`src/verilog/imb_pkg.sv`:
```
/*
 Shared constants and types for the ISA memory bus mapper.
 Assumes a single clock domain and an 8-bit memory interface bus.
*/
`default_nettype none
package imb_pkg;
   // Length of one memory interface cycle in clocks
   localparam int MEM_CYC = 3;
   localparam int BANK_DEV_BIT = 5;
   localparam int BANK_HI_BIT = 4;
   localparam int BANK_LO_BIT = 3;
   localparam logic [2:0] BANK_RESET = 3'h0;
   localparam logic [14:0] PTR_RESET = 15'h0000;
   localparam logic [16:0] RES_BASE = 17'h1_FC00;
   localparam logic [16:0] RES_TOP = 17'h1_FFF0;
   localparam logic [9:0] RES_LAST = 10'h03F0;
   localparam logic [15:0] PNP_ADDR_PORT = 16'h0279;
   localparam logic [15:0] PNP_WDATA_PORT = 16'h0A79;
   localparam logic [1:0] PNP_RD_LOW = 2'h3;
   localparam logic [7:0] PNP_RESET = 8'h00;
   localparam logic [7:0] IDX_WAKE = 8'h03;
   localparam logic [7:0] IDX_RES = 8'h04;
   localparam logic [7:0] IDX_STAT = 8'h05;
   localparam logic [7:0] PNP_STAT_READY = 8'h01;
   localparam int PNP_SLOTS = 19;
   localparam logic [7:0] SLOT_IDX [PNP_SLOTS] = '{
      8'h00, 8'h01, 8'h02, 8'h03, 8'h04, 8'h05, 8'h06, 8'h07,
      8'h30, 8'h31, 8'h40, 8'h41, 8'h42, 8'h43, 8'h44,
      8'h60, 8'h61, 8'h70, 8'h71};
   localparam int SLOT_RDPORT = 0;
   localparam int SLOT_ACT = 8;
   localparam int SLOT_MEM_HI = 10;
   localparam int SLOT_MEM_LO = 11;
   localparam int SLOT_IO_HI = 15;
   localparam int SLOT_IO_LO = 16;
   localparam logic [3:0] IO_BANK = 4'h1;
   localparam logic [3:0] IO_PTR_LO = 4'h2;
   localparam logic [3:0] IO_PTR_HI = 4'h3;
   localparam logic [1:0] IO_DATA_GRP = 2'h1;
   localparam logic [16:0] XCVR_BASE = 17'h0_0000;
   localparam logic [16:0] CREG_BASE = 17'h0_0020;
   localparam logic [16:0] XPER_BASE = 17'h0_0040;
   localparam logic [3:0] CMAP_OFF = 4'h0;
   localparam int ALIAS_BIT = 0;
   localparam logic [7:0] CMAP_RESET = 8'h00;
   localparam logic [7:0] AHB_BANK = 8'h00;
   localparam logic [7:0] AHB_PTR = 8'h04;
   localparam logic [7:0] AHB_STAT = 8'h08;
   localparam logic [7:0] AHB_BASE = 8'h0C;

   typedef enum logic [1:0] {KIND_MEM, KIND_DATA, KIND_RES} imb_kind_e;

   typedef struct packed {
      logic [16:0] addr;
      logic wr;
      logic [7:0] wdata;
      logic flash;
      logic sram;
      logic xper;
      logic xcvr;
      logic creg;
   } imb_mem_cmd_s;
endpackage
`default_nettype wire

```
`src/verilog/imb_arbiter.sv`:
```
/*
 Round-robin owner of the memory interface bus, host side against core.
 Assumes requests stay high until granted; each cycle lasts CYC clocks.
*/
`timescale 1ns/1ns
`default_nettype none
module imb_arbiter #(
   parameter int CYC = imb_pkg::MEM_CYC
) (
   input wire logic clk,
   input wire logic rst,
   input wire logic req_host,
   input wire logic req_core,
   output logic gnt_host,
   output logic gnt_core,
   output logic busy,
   output logic done,
   output logic owner_host
);
   logic busy_q;
   logic last_host_q;
   logic owner_q;
   logic [7:0] cnt_q;

   // Equal priority: the party not served last wins a tie
   assign gnt_host = !busy_q && req_host && (!req_core || !last_host_q);
   assign gnt_core = !busy_q && req_core && !gnt_host;
   assign busy = busy_q;
   assign done = busy_q && cnt_q == 8'h00;
   assign owner_host = owner_q;

   always_ff @(posedge clk) begin
      if (rst) begin
         busy_q <= 1'b0;
         cnt_q <= 8'h00;
         owner_q <= 1'b0;
         last_host_q <= 1'b0;
      end else if (!busy_q) begin
         if (gnt_host || gnt_core) begin
            busy_q <= 1'b1;
            cnt_q <= 8'(CYC - 1);
            owner_q <= gnt_host;
            last_host_q <= gnt_host;
         end
      end else if (cnt_q == 8'h00) begin
         busy_q <= 1'b0;
      end else begin
         cnt_q <= cnt_q - 8'h01;
      end
   end
endmodule
`default_nettype wire

```
`src/verilog/imb_mapper.sv`:
```
/*
 ISA Plug and Play to local memory bus mapper with core sharing.
 Assumes ISA and core strobes are synchronous to CLK and held until
 the matching ready is seen high; AHB-Lite port for software.
*/
// How it works
// [RULE_01] Data port uses device bit, bank bits and 15-bit pointer
// [RULE_02] Every data-port access bumps the pointer by one
// [RULE_03] Resource reads fetch Flash from 1FC00h, stopping at 1FFF0h
// [RULE_04] Memory cycles claimed only when top 9 address bits match
// [RULE_05] Memory window base comes from config registers 40h, 41h
// [RULE_06] Host keeps the memory window on a 32K boundary
// [RULE_07] Window hit passes low bits, bank bits on top, device CE
// [RULE_08] Memory read and write strobes become bus read and write
// [RULE_09] I/O cycles compare only low 16 bits against I/O base
// [RULE_10] I/O window base comes from config registers 60h, 61h
// [RULE_11] Host keeps the I/O window on a 16-byte boundary
// [RULE_12] Address, write-data and read-data ports with 19 registers
// [RULE_13] Separate Flash, SRAM and peripheral enables, 256K reach
// [RULE_14] Extra peripheral reachable only from the core
// [RULE_15] Core registers 16 bytes, transceiver 32 bytes in core SRAM
// [RULE_16] Round-robin bus sharing, loser held in ready-wait
// [RULE_17] Upper select goes to Flash, lower to SRAM and the rest
// [RULE_18] Seventeen core address lines reach the memory bus
// [RULE_19] Alias bit maps upper 96K Flash into upper SRAM space
// [RULE_20] Transceiver and core register cycles assert no chip enable
// [RULE_21] Wide I/O bit forced to zero, 16-byte I/O window only
// [RULE_22] Pointer wraps to zero, bank and device bits untouched
`timescale 1ns/1ns
`default_nettype none
module imb_mapper (
   input wire logic CLK,
   input wire logic RST,
   input wire logic HSEL,
   input wire logic [31:0] HADDR,
   input wire logic [1:0] HTRANS,
   input wire logic HWRITE,
   input wire logic [2:0] HSIZE,
   input wire logic [31:0] HWDATA,
   input wire logic HREADY,
   output logic [31:0] HRDATA,
   output logic HREADYOUT,
   output logic HRESP,
   input wire logic [23:0] ISA_SA,
   input wire logic ISA_MEMR_N,
   input wire logic ISA_MEMW_N,
   input wire logic ISA_IOR_N,
   input wire logic ISA_IOW_N,
   input wire logic [7:0] ISA_DIN,
   output logic [7:0] ISA_DOUT,
   output logic ISA_DOE,
   output logic ISA_RDY,
   input wire logic CORE_UPPER_REGION_SELECT_N,
   input wire logic CORE_LOWER_REGION_SELECT_N,
   input wire logic [16:0] CORE_ADDR,
   input wire logic CORE_RD_N,
   input wire logic CORE_WR_N,
   input wire logic [7:0] CORE_WDATA,
   output logic [7:0] CORE_RDATA,
   output logic CORE_RDY,
   output logic [16:0] MEM_ADDR,
   output logic [7:0] MEM_DOUT,
   output logic MEM_DOE,
   input wire logic [7:0] MEM_DIN,
   output logic MEM_RD_N,
   output logic MEM_WR_N,
   output logic FLASH_CHIP_ENABLE_N,
   output logic SRAM_CHIP_ENABLE_N,
   output logic EXTRA_PERIPHERAL_ENABLE_N,
   output logic TRANSCEIVER_UNIT_SEL
);
   logic isa_mr, isa_mw, isa_ir, isa_iw;
   logic [5:3] bank_q;
   logic [14:0] ptr_q;
   logic [9:0] res_ptr_q;
   logic [7:0] pnp_idx_q;
   logic [7:0] pnp_q [imb_pkg::PNP_SLOTS];
   logic [7:0] cmap_q;
   logic iow_q, host_done_q, core_done_q;
   logic [7:0] isa_dout_q, core_rdata_q;
   imb_pkg::imb_kind_e kind_q, host_kind;
   imb_pkg::imb_mem_cmd_s cmd_q, host_cmd, core_cmd;
   logic gnt_host, gnt_core, busy, done, owner_host;

   assign isa_mr = !ISA_MEMR_N;
   assign isa_mw = !ISA_MEMW_N;
   assign isa_ir = !ISA_IOR_N;
   assign isa_iw = !ISA_IOW_N;

   // Host window decode
   logic active, mem_hit, io_hit, data_port, rd_port_hit, res_rd;
   logic [15:0] io_base, rd_port;
   logic [8:0] mem_base;
   assign active = pnp_q[imb_pkg::SLOT_ACT][0];
   // see [RULE_05]
   assign mem_base = {pnp_q[imb_pkg::SLOT_MEM_HI],
                      pnp_q[imb_pkg::SLOT_MEM_LO][7]};
   // Only 9 bits compared, so the base must be 32K aligned, see [RULE_06]
   assign mem_hit = active && (isa_mr || isa_mw) &&
                    ISA_SA[23:15] == mem_base; // see [RULE_04]
   // see [RULE_10]
   assign io_base = {pnp_q[imb_pkg::SLOT_IO_HI],
                     pnp_q[imb_pkg::SLOT_IO_LO]};
   // Fixed 16-byte window; low nibble of the base ignored, see [RULE_11]
   assign io_hit = active && (isa_ir || isa_iw) &&
                   ISA_SA[15:4] == io_base[15:4]; // see [RULE_09] [RULE_21]
   assign data_port = io_hit && ISA_SA[3:2] == imb_pkg::IO_DATA_GRP;
   assign rd_port = {6'h00, pnp_q[imb_pkg::SLOT_RDPORT],
                     imb_pkg::PNP_RD_LOW};
   assign rd_port_hit = isa_ir && ISA_SA[15:0] == rd_port;
   assign res_rd = rd_port_hit && pnp_idx_q == imb_pkg::IDX_RES;

   logic host_act, host_need;
   assign host_act = mem_hit || data_port || res_rd;
   assign host_need = host_act && !host_done_q;

   // Host request to the memory bus
   always_comb begin
      host_cmd = '0;
      host_kind = imb_pkg::KIND_MEM;
      host_cmd.wdata = ISA_DIN;
      if (res_rd) begin
         host_kind = imb_pkg::KIND_RES;
         host_cmd.addr = imb_pkg::RES_BASE +
                         {7'h00, res_ptr_q}; // see [RULE_03]
         host_cmd.flash = 1'b1;
      end else begin
         if (data_port) begin
            host_kind = imb_pkg::KIND_DATA;
            host_cmd.addr = {bank_q[imb_pkg::BANK_HI_BIT:
                             imb_pkg::BANK_LO_BIT], ptr_q}; // see [RULE_01]
            host_cmd.wr = isa_iw;
         end else begin
            host_cmd.addr = {bank_q[imb_pkg::BANK_HI_BIT:
                             imb_pkg::BANK_LO_BIT],
                             ISA_SA[14:0]}; // see [RULE_07]
            host_cmd.wr = isa_mw; // see [RULE_08]
         end
         // Host never selects the extra peripheral, see [RULE_14]
         host_cmd.flash = bank_q[imb_pkg::BANK_DEV_BIT]; // see [RULE_13]
         host_cmd.sram = !bank_q[imb_pkg::BANK_DEV_BIT];
      end
   end

   // Core request decode
   logic core_upper, core_lower, core_act, core_need, lo_flash;
   assign core_upper = !CORE_UPPER_REGION_SELECT_N;
   assign core_lower = !CORE_LOWER_REGION_SELECT_N;
   assign core_act = (core_upper || core_lower) &&
                     (!CORE_RD_N || !CORE_WR_N);
   assign core_need = core_act && !core_done_q;
   assign lo_flash = core_lower && cmap_q[imb_pkg::ALIAS_BIT] &&
                     CORE_ADDR[16:15] != 2'h0; // see [RULE_19]

   always_comb begin
      core_cmd = '0;
      core_cmd.addr = CORE_ADDR; // see [RULE_18]
      core_cmd.wr = !CORE_WR_N;
      core_cmd.wdata = CORE_WDATA;
      if (core_upper || lo_flash) begin
         core_cmd.flash = 1'b1; // see [RULE_17]
      end else if (CORE_ADDR[16:5] == imb_pkg::XCVR_BASE[16:5]) begin
         core_cmd.xcvr = 1'b1; // see [RULE_15]
      end else if (CORE_ADDR[16:4] == imb_pkg::CREG_BASE[16:4]) begin
         core_cmd.creg = 1'b1; // see [RULE_15]
      end else if (CORE_ADDR[16:5] == imb_pkg::XPER_BASE[16:5]) begin
         core_cmd.xper = 1'b1; // see [RULE_14]
      end else begin
         core_cmd.sram = 1'b1; // see [RULE_17]
      end
   end

   // see [RULE_16]
   imb_arbiter #(
      .CYC(imb_pkg::MEM_CYC)
   ) u_arb (
      .clk(CLK),
      .rst(RST),
      .req_host(host_need),
      .req_core(core_need),
      .gnt_host(gnt_host),
      .gnt_core(gnt_core),
      .busy(busy),
      .done(done),
      .owner_host(owner_host)
   );

   always_ff @(posedge CLK) begin
      if (RST) begin
         cmd_q <= '0;
         kind_q <= imb_pkg::KIND_MEM;
      end else if (gnt_host) begin
         cmd_q <= host_cmd;
         kind_q <= host_kind;
      end else if (gnt_core) begin
         cmd_q <= core_cmd;
      end
   end

   // Memory interface bus drive
   assign MEM_ADDR = cmd_q.addr;
   assign MEM_DOUT = cmd_q.wdata;
   assign MEM_DOE = busy && cmd_q.wr && !cmd_q.creg;
   assign MEM_RD_N = !(busy && !cmd_q.wr);
   assign MEM_WR_N = !(busy && cmd_q.wr);
   // Internal targets leave every external enable high, see [RULE_20]
   assign FLASH_CHIP_ENABLE_N = !(busy && cmd_q.flash);
   assign SRAM_CHIP_ENABLE_N = !(busy && cmd_q.sram);
   assign EXTRA_PERIPHERAL_ENABLE_N = !(busy && cmd_q.xper);
   assign TRANSCEIVER_UNIT_SEL = busy && cmd_q.xcvr;

   logic [7:0] rd_val;
   logic host_fin, core_fin;
   assign rd_val = cmd_q.creg ?
                   (cmd_q.addr[3:0] == imb_pkg::CMAP_OFF ? cmap_q : 8'h00)
                   : MEM_DIN;
   assign host_fin = done && owner_host;
   assign core_fin = done && !owner_host;

   // Completion flags: set wins, cleared once the strobe goes away
   always_ff @(posedge CLK) begin
      if (RST) begin
         host_done_q <= 1'b0;
      end else if (host_fin) begin
         host_done_q <= 1'b1;
      end else if (!host_act) begin
         host_done_q <= 1'b0;
      end
   end

   always_ff @(posedge CLK) begin
      if (RST) begin
         core_done_q <= 1'b0;
      end else if (core_fin) begin
         core_done_q <= 1'b1;
      end else if (!core_act) begin
         core_done_q <= 1'b0;
      end
   end

   always_ff @(posedge CLK) begin
      if (RST) begin
         core_rdata_q <= 8'h00;
      end else if (core_fin) begin
         core_rdata_q <= rd_val;
      end
   end

   always_ff @(posedge CLK) begin
      if (RST) begin
         cmap_q <= imb_pkg::CMAP_RESET;
      end else if (core_fin && cmd_q.creg && cmd_q.wr &&
                   cmd_q.addr[3:0] == imb_pkg::CMAP_OFF) begin
         cmap_q <= cmd_q.wdata;
      end
   end

   // Host I/O register writes act on the leading edge of IOW
   logic iow_edge, pnp_wr, io_bank_wr, io_plo_wr, io_phi_wr;
   always_ff @(posedge CLK) begin
      if (RST) begin
         iow_q <= 1'b0;
      end else begin
         iow_q <= isa_iw;
      end
   end
   assign iow_edge = isa_iw && !iow_q;
   assign io_bank_wr = iow_edge && io_hit && ISA_SA[3:0] == imb_pkg::IO_BANK;
   assign io_plo_wr = iow_edge && io_hit &&
                      ISA_SA[3:0] == imb_pkg::IO_PTR_LO;
   assign io_phi_wr = iow_edge && io_hit &&
                      ISA_SA[3:0] == imb_pkg::IO_PTR_HI;
   assign pnp_wr = iow_edge && ISA_SA[15:0] == imb_pkg::PNP_WDATA_PORT;

   // AHB-Lite slave, zero wait states
   logic ahb_take, ahb_wr_q;
   logic [7:0] ahb_addr_q;
   logic [31:0] hrdata_q;
   logic ahb_bank_wr, ahb_ptr_wr;
   assign ahb_take = HSEL && HREADY && HTRANS[1];
   assign ahb_bank_wr = ahb_wr_q && ahb_addr_q == imb_pkg::AHB_BANK;
   assign ahb_ptr_wr = ahb_wr_q && ahb_addr_q == imb_pkg::AHB_PTR;

   always_ff @(posedge CLK) begin
      if (RST) begin
         ahb_wr_q <= 1'b0;
         ahb_addr_q <= 8'h00;
      end else begin
         ahb_wr_q <= ahb_take && HWRITE;
         if (ahb_take) begin
            ahb_addr_q <= HADDR[7:0];
         end
      end
   end

   always_ff @(posedge CLK) begin
      if (RST) begin
         hrdata_q <= 32'h0000_0000;
      end else if (ahb_take && !HWRITE) begin
         case (HADDR[7:0])
            imb_pkg::AHB_BANK: hrdata_q <= {26'h000_0000, bank_q, 3'h0};
            imb_pkg::AHB_PTR: hrdata_q <= {17'h0_0000, ptr_q};
            imb_pkg::AHB_STAT: hrdata_q <= {11'h000, cmap_q, res_ptr_q,
                                            busy, owner_host, host_need};
            imb_pkg::AHB_BASE: hrdata_q <= {io_base,
                                            pnp_q[imb_pkg::SLOT_MEM_HI],
                                            pnp_q[imb_pkg::SLOT_MEM_LO]};
            default: hrdata_q <= 32'h0000_0000;
         endcase
      end
   end
   assign HRDATA = hrdata_q;
   assign HREADYOUT = 1'b1;
   assign HRESP = 1'b0;

   // Bank and device select; wide I/O bit is never stored, see [RULE_21]
   always_ff @(posedge CLK) begin
      if (RST) begin
         bank_q <= imb_pkg::BANK_RESET;
      end else if (io_bank_wr) begin
         bank_q <= ISA_DIN[5:3];
      end else if (ahb_bank_wr) begin
         bank_q <= HWDATA[5:3];
      end
   end

   logic ptr_inc;
   assign ptr_inc = host_fin && kind_q == imb_pkg::KIND_DATA;
   always_ff @(posedge CLK) begin
      if (RST) begin
         ptr_q <= imb_pkg::PTR_RESET;
      end else if (io_plo_wr) begin
         ptr_q[7:0] <= ISA_DIN;
      end else if (io_phi_wr) begin
         ptr_q[14:8] <= ISA_DIN[6:0];
      end else if (ahb_ptr_wr) begin
         ptr_q <= HWDATA[14:0];
      end else if (ptr_inc) begin
         ptr_q <= ptr_q + 15'h0001; // see [RULE_02] [RULE_22]
      end
   end

   // Plug and Play configuration ports, see [RULE_12]
   always_ff @(posedge CLK) begin
      if (RST) begin
         pnp_idx_q <= 8'h00;
      end else if (iow_edge && ISA_SA[15:0] == imb_pkg::PNP_ADDR_PORT) begin
         pnp_idx_q <= ISA_DIN;
      end
   end

   always_ff @(posedge CLK) begin
      if (RST) begin
         res_ptr_q <= 10'h000;
      end else if (pnp_wr && pnp_idx_q == imb_pkg::IDX_WAKE) begin
         res_ptr_q <= 10'h000;
      end else if (host_fin && kind_q == imb_pkg::KIND_RES &&
                   res_ptr_q != imb_pkg::RES_LAST) begin
         res_ptr_q <= res_ptr_q + 10'h001; // see [RULE_03]
      end
   end

   generate
      for (genvar g = 0; g < imb_pkg::PNP_SLOTS; g++) begin : g_pnp
         logic [7:0] val_q;
         always_ff @(posedge CLK) begin
            if (RST) begin
               val_q <= imb_pkg::PNP_RESET;
            end else if (pnp_wr && pnp_idx_q == imb_pkg::SLOT_IDX[g] &&
                         pnp_idx_q != imb_pkg::IDX_RES &&
                         pnp_idx_q != imb_pkg::IDX_STAT) begin
               val_q <= ISA_DIN; // see [RULE_12]
            end
         end
         assign pnp_q[g] = val_q;
      end
   endgenerate

   // Host read data
   logic [7:0] pnp_rd, io_rd_val;
   always_comb begin
      pnp_rd = 8'h00;
      for (int s = 0; s < imb_pkg::PNP_SLOTS; s++) begin
         if (pnp_idx_q == imb_pkg::SLOT_IDX[s]) begin
            pnp_rd = pnp_q[s];
         end
      end
      if (pnp_idx_q == imb_pkg::IDX_STAT) begin
         pnp_rd = imb_pkg::PNP_STAT_READY;
      end
   end

   always_comb begin
      case (ISA_SA[3:0])
         imb_pkg::IO_BANK: io_rd_val = {2'h0, bank_q, 3'h0};
         imb_pkg::IO_PTR_LO: io_rd_val = ptr_q[7:0];
         imb_pkg::IO_PTR_HI: io_rd_val = {1'b0, ptr_q[14:8]};
         default: io_rd_val = 8'h00;
      endcase
   end

   always_ff @(posedge CLK) begin
      if (RST) begin
         isa_dout_q <= 8'h00;
      end else if (host_fin) begin
         isa_dout_q <= rd_val;
      end else if (io_hit && !data_port) begin
         isa_dout_q <= io_rd_val;
      end else if (rd_port_hit && !res_rd) begin
         isa_dout_q <= pnp_rd;
      end
   end

   assign ISA_DOUT = isa_dout_q;
   assign ISA_DOE = (isa_mr && mem_hit) || (isa_ir && io_hit) || rd_port_hit;
   assign ISA_RDY = !host_need; // see [RULE_16]
   assign CORE_RDATA = core_rdata_q;
   assign CORE_RDY = !core_need; // see [RULE_16]
endmodule
`default_nettype wire

```
`config.mk`:
```
export PLATFORM = sky130hd
export DESIGN_NAME = imb_mapper
export DESIGN_NICKNAME = d
export VERILOG_FILES = /design/src/verilog/imb_pkg.sv /design/src/verilog/imb_arbiter.sv /design/src/verilog/imb_mapper.sv
export SDC_FILE = /design/constraint.sdc
export NUM_CORES = 1
export LEC_CHECK = 0
export BUFFER_PORTS_ARGS = -buffer_cell sky130_fd_sc_hd__buf_2
export CAP_MARGIN = 20
export CORE_ASPECT_RATIO = 1.5
export CORE_UTILIZATION = 45
export CTS_BUF_LIST = sky130_fd_sc_hd__clkbuf_16
export DETAILED_ROUTE_END_ITERATION = 6
export GPL_ROUTABILITY_DRIVEN = 0
export PLACE_DENSITY = 0.67
export SLEW_MARGIN = 20
export SYNTH_ARGS = -nofsm -noshare
export SYNTH_HDL_FRONTEND = slang
export SYNTH_HIERARCHICAL = 1
export SYNTH_SLANG_ARGS = --single-unit
```
`constraint.sdc`:
```
create_clock -name CLK -period 6 [get_ports CLK]
set_input_delay 0.6 -clock CLK [delete_from_list [all_inputs] [get_ports CLK]]
set_output_delay 0.6 -clock CLK [all_outputs]
set_load 0.01 [all_outputs]
```
==> results <==
- The critical path goes through xnor2_1, nand4_1, or4_1, or2_2, nand2_1, o21bai_1, inv_1, and3_1, nor3b_2, buf_4, o311a_1, o21ai_0, a2bb2oi_1, nor2_1, o21a_1.
- The detailed-route vias per instance is approximately 6.1.
- Once detailed placement completed, the half-perimeter wirelength came to approximately 38000 um.
- The critical path ends at cmd_q[3]$_SDFFE_PP0P_.
- During placement, the flow inserted port buffers numbering 184.
- The wire length of the first global-routing pass is approximately 80000 um.
- The checks that failed: DRC.
- The overall fraction of global-route tracks in use is 0.3099.
- The startpoint identified for the worst register-to-register timing path is g_pnp[15].val_q[0]$_SDFFE_PP0P_.
- The cell family contributing the most delay on the critical path is simple AND/OR/NAND/NOR gates.
- The die is about 220 um tall.
- The launching element type of the critical path is a register.
- The number of max-slew violations in the final report is 0.
- The largest single stage delay on the critical path is just under 800 ps.
- In this run the critical register-to-register path is captured at cmd_q[3]$_SDFFE_PP0P_.
- In the global route stage, met2 resource usage came out at 0.5272.
- The kind of capture point of the worst setup path is a register.
- For the worst-skew pair, the clock arrives at the later sink with an insertion delay of approximately 570 ps.
- The buffer and inverter count on the worst path is 2.
- The average size of a mapped cell is between 8 and 9 um^2.
- The kind of path behind the tightest hold check is in -> reg.
- The critical path starts at g_pnp[15].val_q[0]$_SDFFE_PP0P_.
- For this design the static power due to leakage is between 0.006 and 0.007 uW.
- In the global route stage, met1 resource usage came out at 0.3529.
- The run finished, with violations left.
- The area growth from synthesis to final layout is 12.32%.
- The number of setup buffers added after CTS is 0.
- The share of final-layout standard cells stronger than drive strength 1 is 0.1636.
- Counting the buffers created by CTS gives 28.
- For the final routed database, the setup TNS stands at 0 ps.
- Setup violations remaining at the end of the flow were counted as 0.
- met2 is the most crowded layer.
- The initial antenna violation count was 2.
- The utilization of the core after routing is 0.5122.
- The number of cells on the worst reg-to-reg path is 15.
- The most common flop cell mapped by yosys is dfxtp_1.
- Power spread over the standard cell area amounts to around 280 nW/um^2.
- about 230 I/O pins were placed.
- From left edge to right edge, the die measures 150.0 um.
- Dividing the detail-routed wire length by the instance count gives about 22 um.
- The cts-stage hold buffer count is 0.
- The critical path required time is 6510 ps.
- The total of cells resized after clock tree synthesis is 0.
- The tree is rooted in a clkbuf_16.
- Yosys mapped a number of flops with a built-in enable equal to 0.
- The cell count along the critical path is 15.
- The normalized max-slew margin is 0.2513.
- The post-route fraction of the period consumed by the critical path is 0.7711.
- The flop-to-flop setup slack is between 1000 and 1500 ps.
- Counting flops with an async set or reset pin after synthesis yields a share of 0.
- After layout, the minimum clock period comes to 4627 ps.
- The total number of H-tree levels is 1.
- Summed over all layers, the global routing overflow is 0.
- The synthesized design contains a little under 300 register bits.
- For this run, the register share of the synthesized area comes to 0.3939.
- The clock-pin slew reported for the worst setup and hold paths after clock tree synthesis is roughly 60 ps.
- The transition at the pin with the smallest max-transition slack is roughly 1100 ps.
- In the routed design, unresolved DRC markers number 5.
- The maximum root-to-sink buffer count is 3.
- The final setup skew is about 15 ps.
- For this design, the sink count on the clock tree is 291.
- The CTS tree is built.
- The post-detailed-routing wire length is ~53000 um.
- For this run, the number of Yosys warnings is 6.
- The data arrival time at the worst-slack endpoint is roughly 5100 ps.
- The number of global-route vias before repair was between 10k and 15k.
- The peak ir drop on the vdd network is 0.1777 mV.
- In the global route stage, met3 resource usage came out at 0.04868.
- Along the worst path, the maximum fanout reaches 20.
- By startpoint and endpoint, the worst setup path is classified as reg -> reg.
- The slowest stage cell on the critical path is nor3b_2.
- The routed layout has around 14k vias.
- The number of different library cells used by synthesis comes to between 80 and 90.
- Along the worst hold path, the cell count comes to 2.
- The final antenna-violating net count is 0.
- The count of standard-cell rows is around 80.
- Across the run, the number of max-cap violations was 0.
- The count of endpoints failing hold in the final timing report is 0.
- Summing all multi-input logic gate instances after layout gives slightly above 8000 um^2.
- The final-stage net count is 2069.
- Setup repair after global routing left no endpoint under its margin.
- The first routing iteration left ~1.6k violations.
- Fill cells in the final layout number 3109.
- The initial standard-cell utilization of the core is 0.4561.
- The first detailed-routing pass ran for 7 iterations.
- The largest net degree at the start of global routing is about 170.
- The synthesized netlist occupies a cell area of 14790 um^2.
- In this run the standard cell core region covers approximately 32000 um^2.
- After technology mapping, the gate count stands at ~1.8k.
- The die covers roughly 34000 um^2.
- Summing all flip-flop and latch instances after layout gives 5826 um^2.
- The number of nets in the synthesized netlist is 1996.
- The fmax is approximately 220 MHz.
==> report_power, final <==
group	leakage (uW)	total, uW	internal (uW)	switching, uW
logic	0.00327	691	282	409
registers	0.00235	2100	2020	78.9
clock network	0.000461	1800	1010	795
total	0.00608	4590	3310	1280
==> layer usage <==
layer / part of all wire / up-vias
met5: 0.00025 / -
met4: 0.076 / 2
met3: 0.076 / 221
met2: 0.48 / 742
met1: 0.37 / 6772
li1: - / 6626
==> cell families (layout without fill, tap and decap cells) <==
| logic type | after synthesis | in the layout | synth area share |
|---|---|---|---|
| adders and majority gates | 5 | 5 | 0.004230 |
| DFF | 291 | 291 | 0.3939 |
| AOI/OAI and AO/OA | 469 | 469 | 0.1981 |
| and+or+nand+nor | 737 | 737 | 0.2333 |
| buffers and inverters | 176 | 270 | 0.05355 |
| other | 2 | 3 | 0.0005078 |
| xor gates and xnor gates | 48 | 48 | 0.02842 |
| muxes | 116 | 116 | 0.08798 |
==> placed cells by master (no fill, tap or decap), types with 16 or more instances in the layout <==
cell type	n
nand2_1	336
dfxtp_1	291
a21oi_1	228
nor2_1	185
buf_2	183
mux2i_1	76
o21ai_0	56
a22oi_1	35
mux2_2	32
clkbuf_16	29
nand3_1	28
nor2b_1	28
nand4_1	27
xor2_1	26
a211oi_1	25
xnor2_1	22
inv_1	20
nor3_1	20
buf_4	16
==> worst min path at each step <==
stage	from	end	slack, ps
finish	HWRITE	ahb_wr_q$_SDFF_PP0_	270
detailed placement	g_pnp[7].val_q[0]$_SDFFE_PP0P_	g_pnp[7].val_q[0]$_SDFFE_PP0P_	440
global route	HWRITE	ahb_wr_q$_SDFF_PP0_	260
global placement	g_pnp[1].val_q[5]$_SDFFE_PP0P_	g_pnp[1].val_q[5]$_SDFFE_PP0P_	440
floorplan	g_pnp[13].val_q[2]$_SDFFE_PP0P_	g_pnp[13].val_q[2]$_SDFFE_PP0P_	430
CTS	HWRITE	ahb_wr_q$_SDFF_PP0_	260
==> state kept, by name, summed over array words and instances (netlist names), 10 cells and up <==
register / cells
ptr_q: 15
g_pnp.val_q: 144
MEM_ADDR: 17
res_ptr_q: 10
HRDATA: 32
==> cell usage after synthesis (25+ instances only) <==
cell type | number | share of area
buf_4 | 28 | 0.014
dfxtp_1 | 291 | 0.39
clkbuf_1 | 111 | 0.028
a22oi_1 | 35 | 0.018
nor2b_1 | 28 | 0.012
nor2_1 | 185 | 0.047
mux2_2 | 32 | 0.024
mux2i_1 | 76 | 0.051
o21ai_0 | 56 | 0.019
nand3_1 | 28 | 0.0095
nand4_1 | 27 | 0.011
xor2_1 | 26 | 0.015
a21oi_1 | 228 | 0.077
a211oi_1 | 25 | 0.013
nand2_1 | 336 | 0.085
==> layout make-up <==
| cell class | count | area share |
|---|---|---|
| Timing Repair Buffer | 201 | 0.06425 |
| Inverter | 18 | 0.004067 |
| Clock inverter | 22 | 0.01137 |
| Clock buffer | 29 | 0.04368 |
| Antenna cell | 1 | 0.0001506 |
| Sequential cell | 291 | 0.3507 |
| Multi-Input combinational cell | 1377 | 0.4945 |
| Tap cell | 415 | 0.03126 |
==> metrics by stage <==
step / power (uW) / instance area [um^2] / hold WS (ps) / setup slack [ps] / instances
3_3_place_gp: 2804 / 15680 / 435.2 / 1354 / 2302
6_report: 4592 / 16610 / 274.7 / 1373 / 2354
4_1_cts: 4607 / 16600 / 257.5 / 1502 / 2353
3_5_place_dp: 2826 / 15690 / 441.4 / 1216 / 2302
5_1_grt: 4759 / 16610 / 262.7 / 1019 / 2354
2_1_floorplan: 2635 / 14790 / 428.4 / 1990 / 1844
Power figures use the tool's default switching activity.
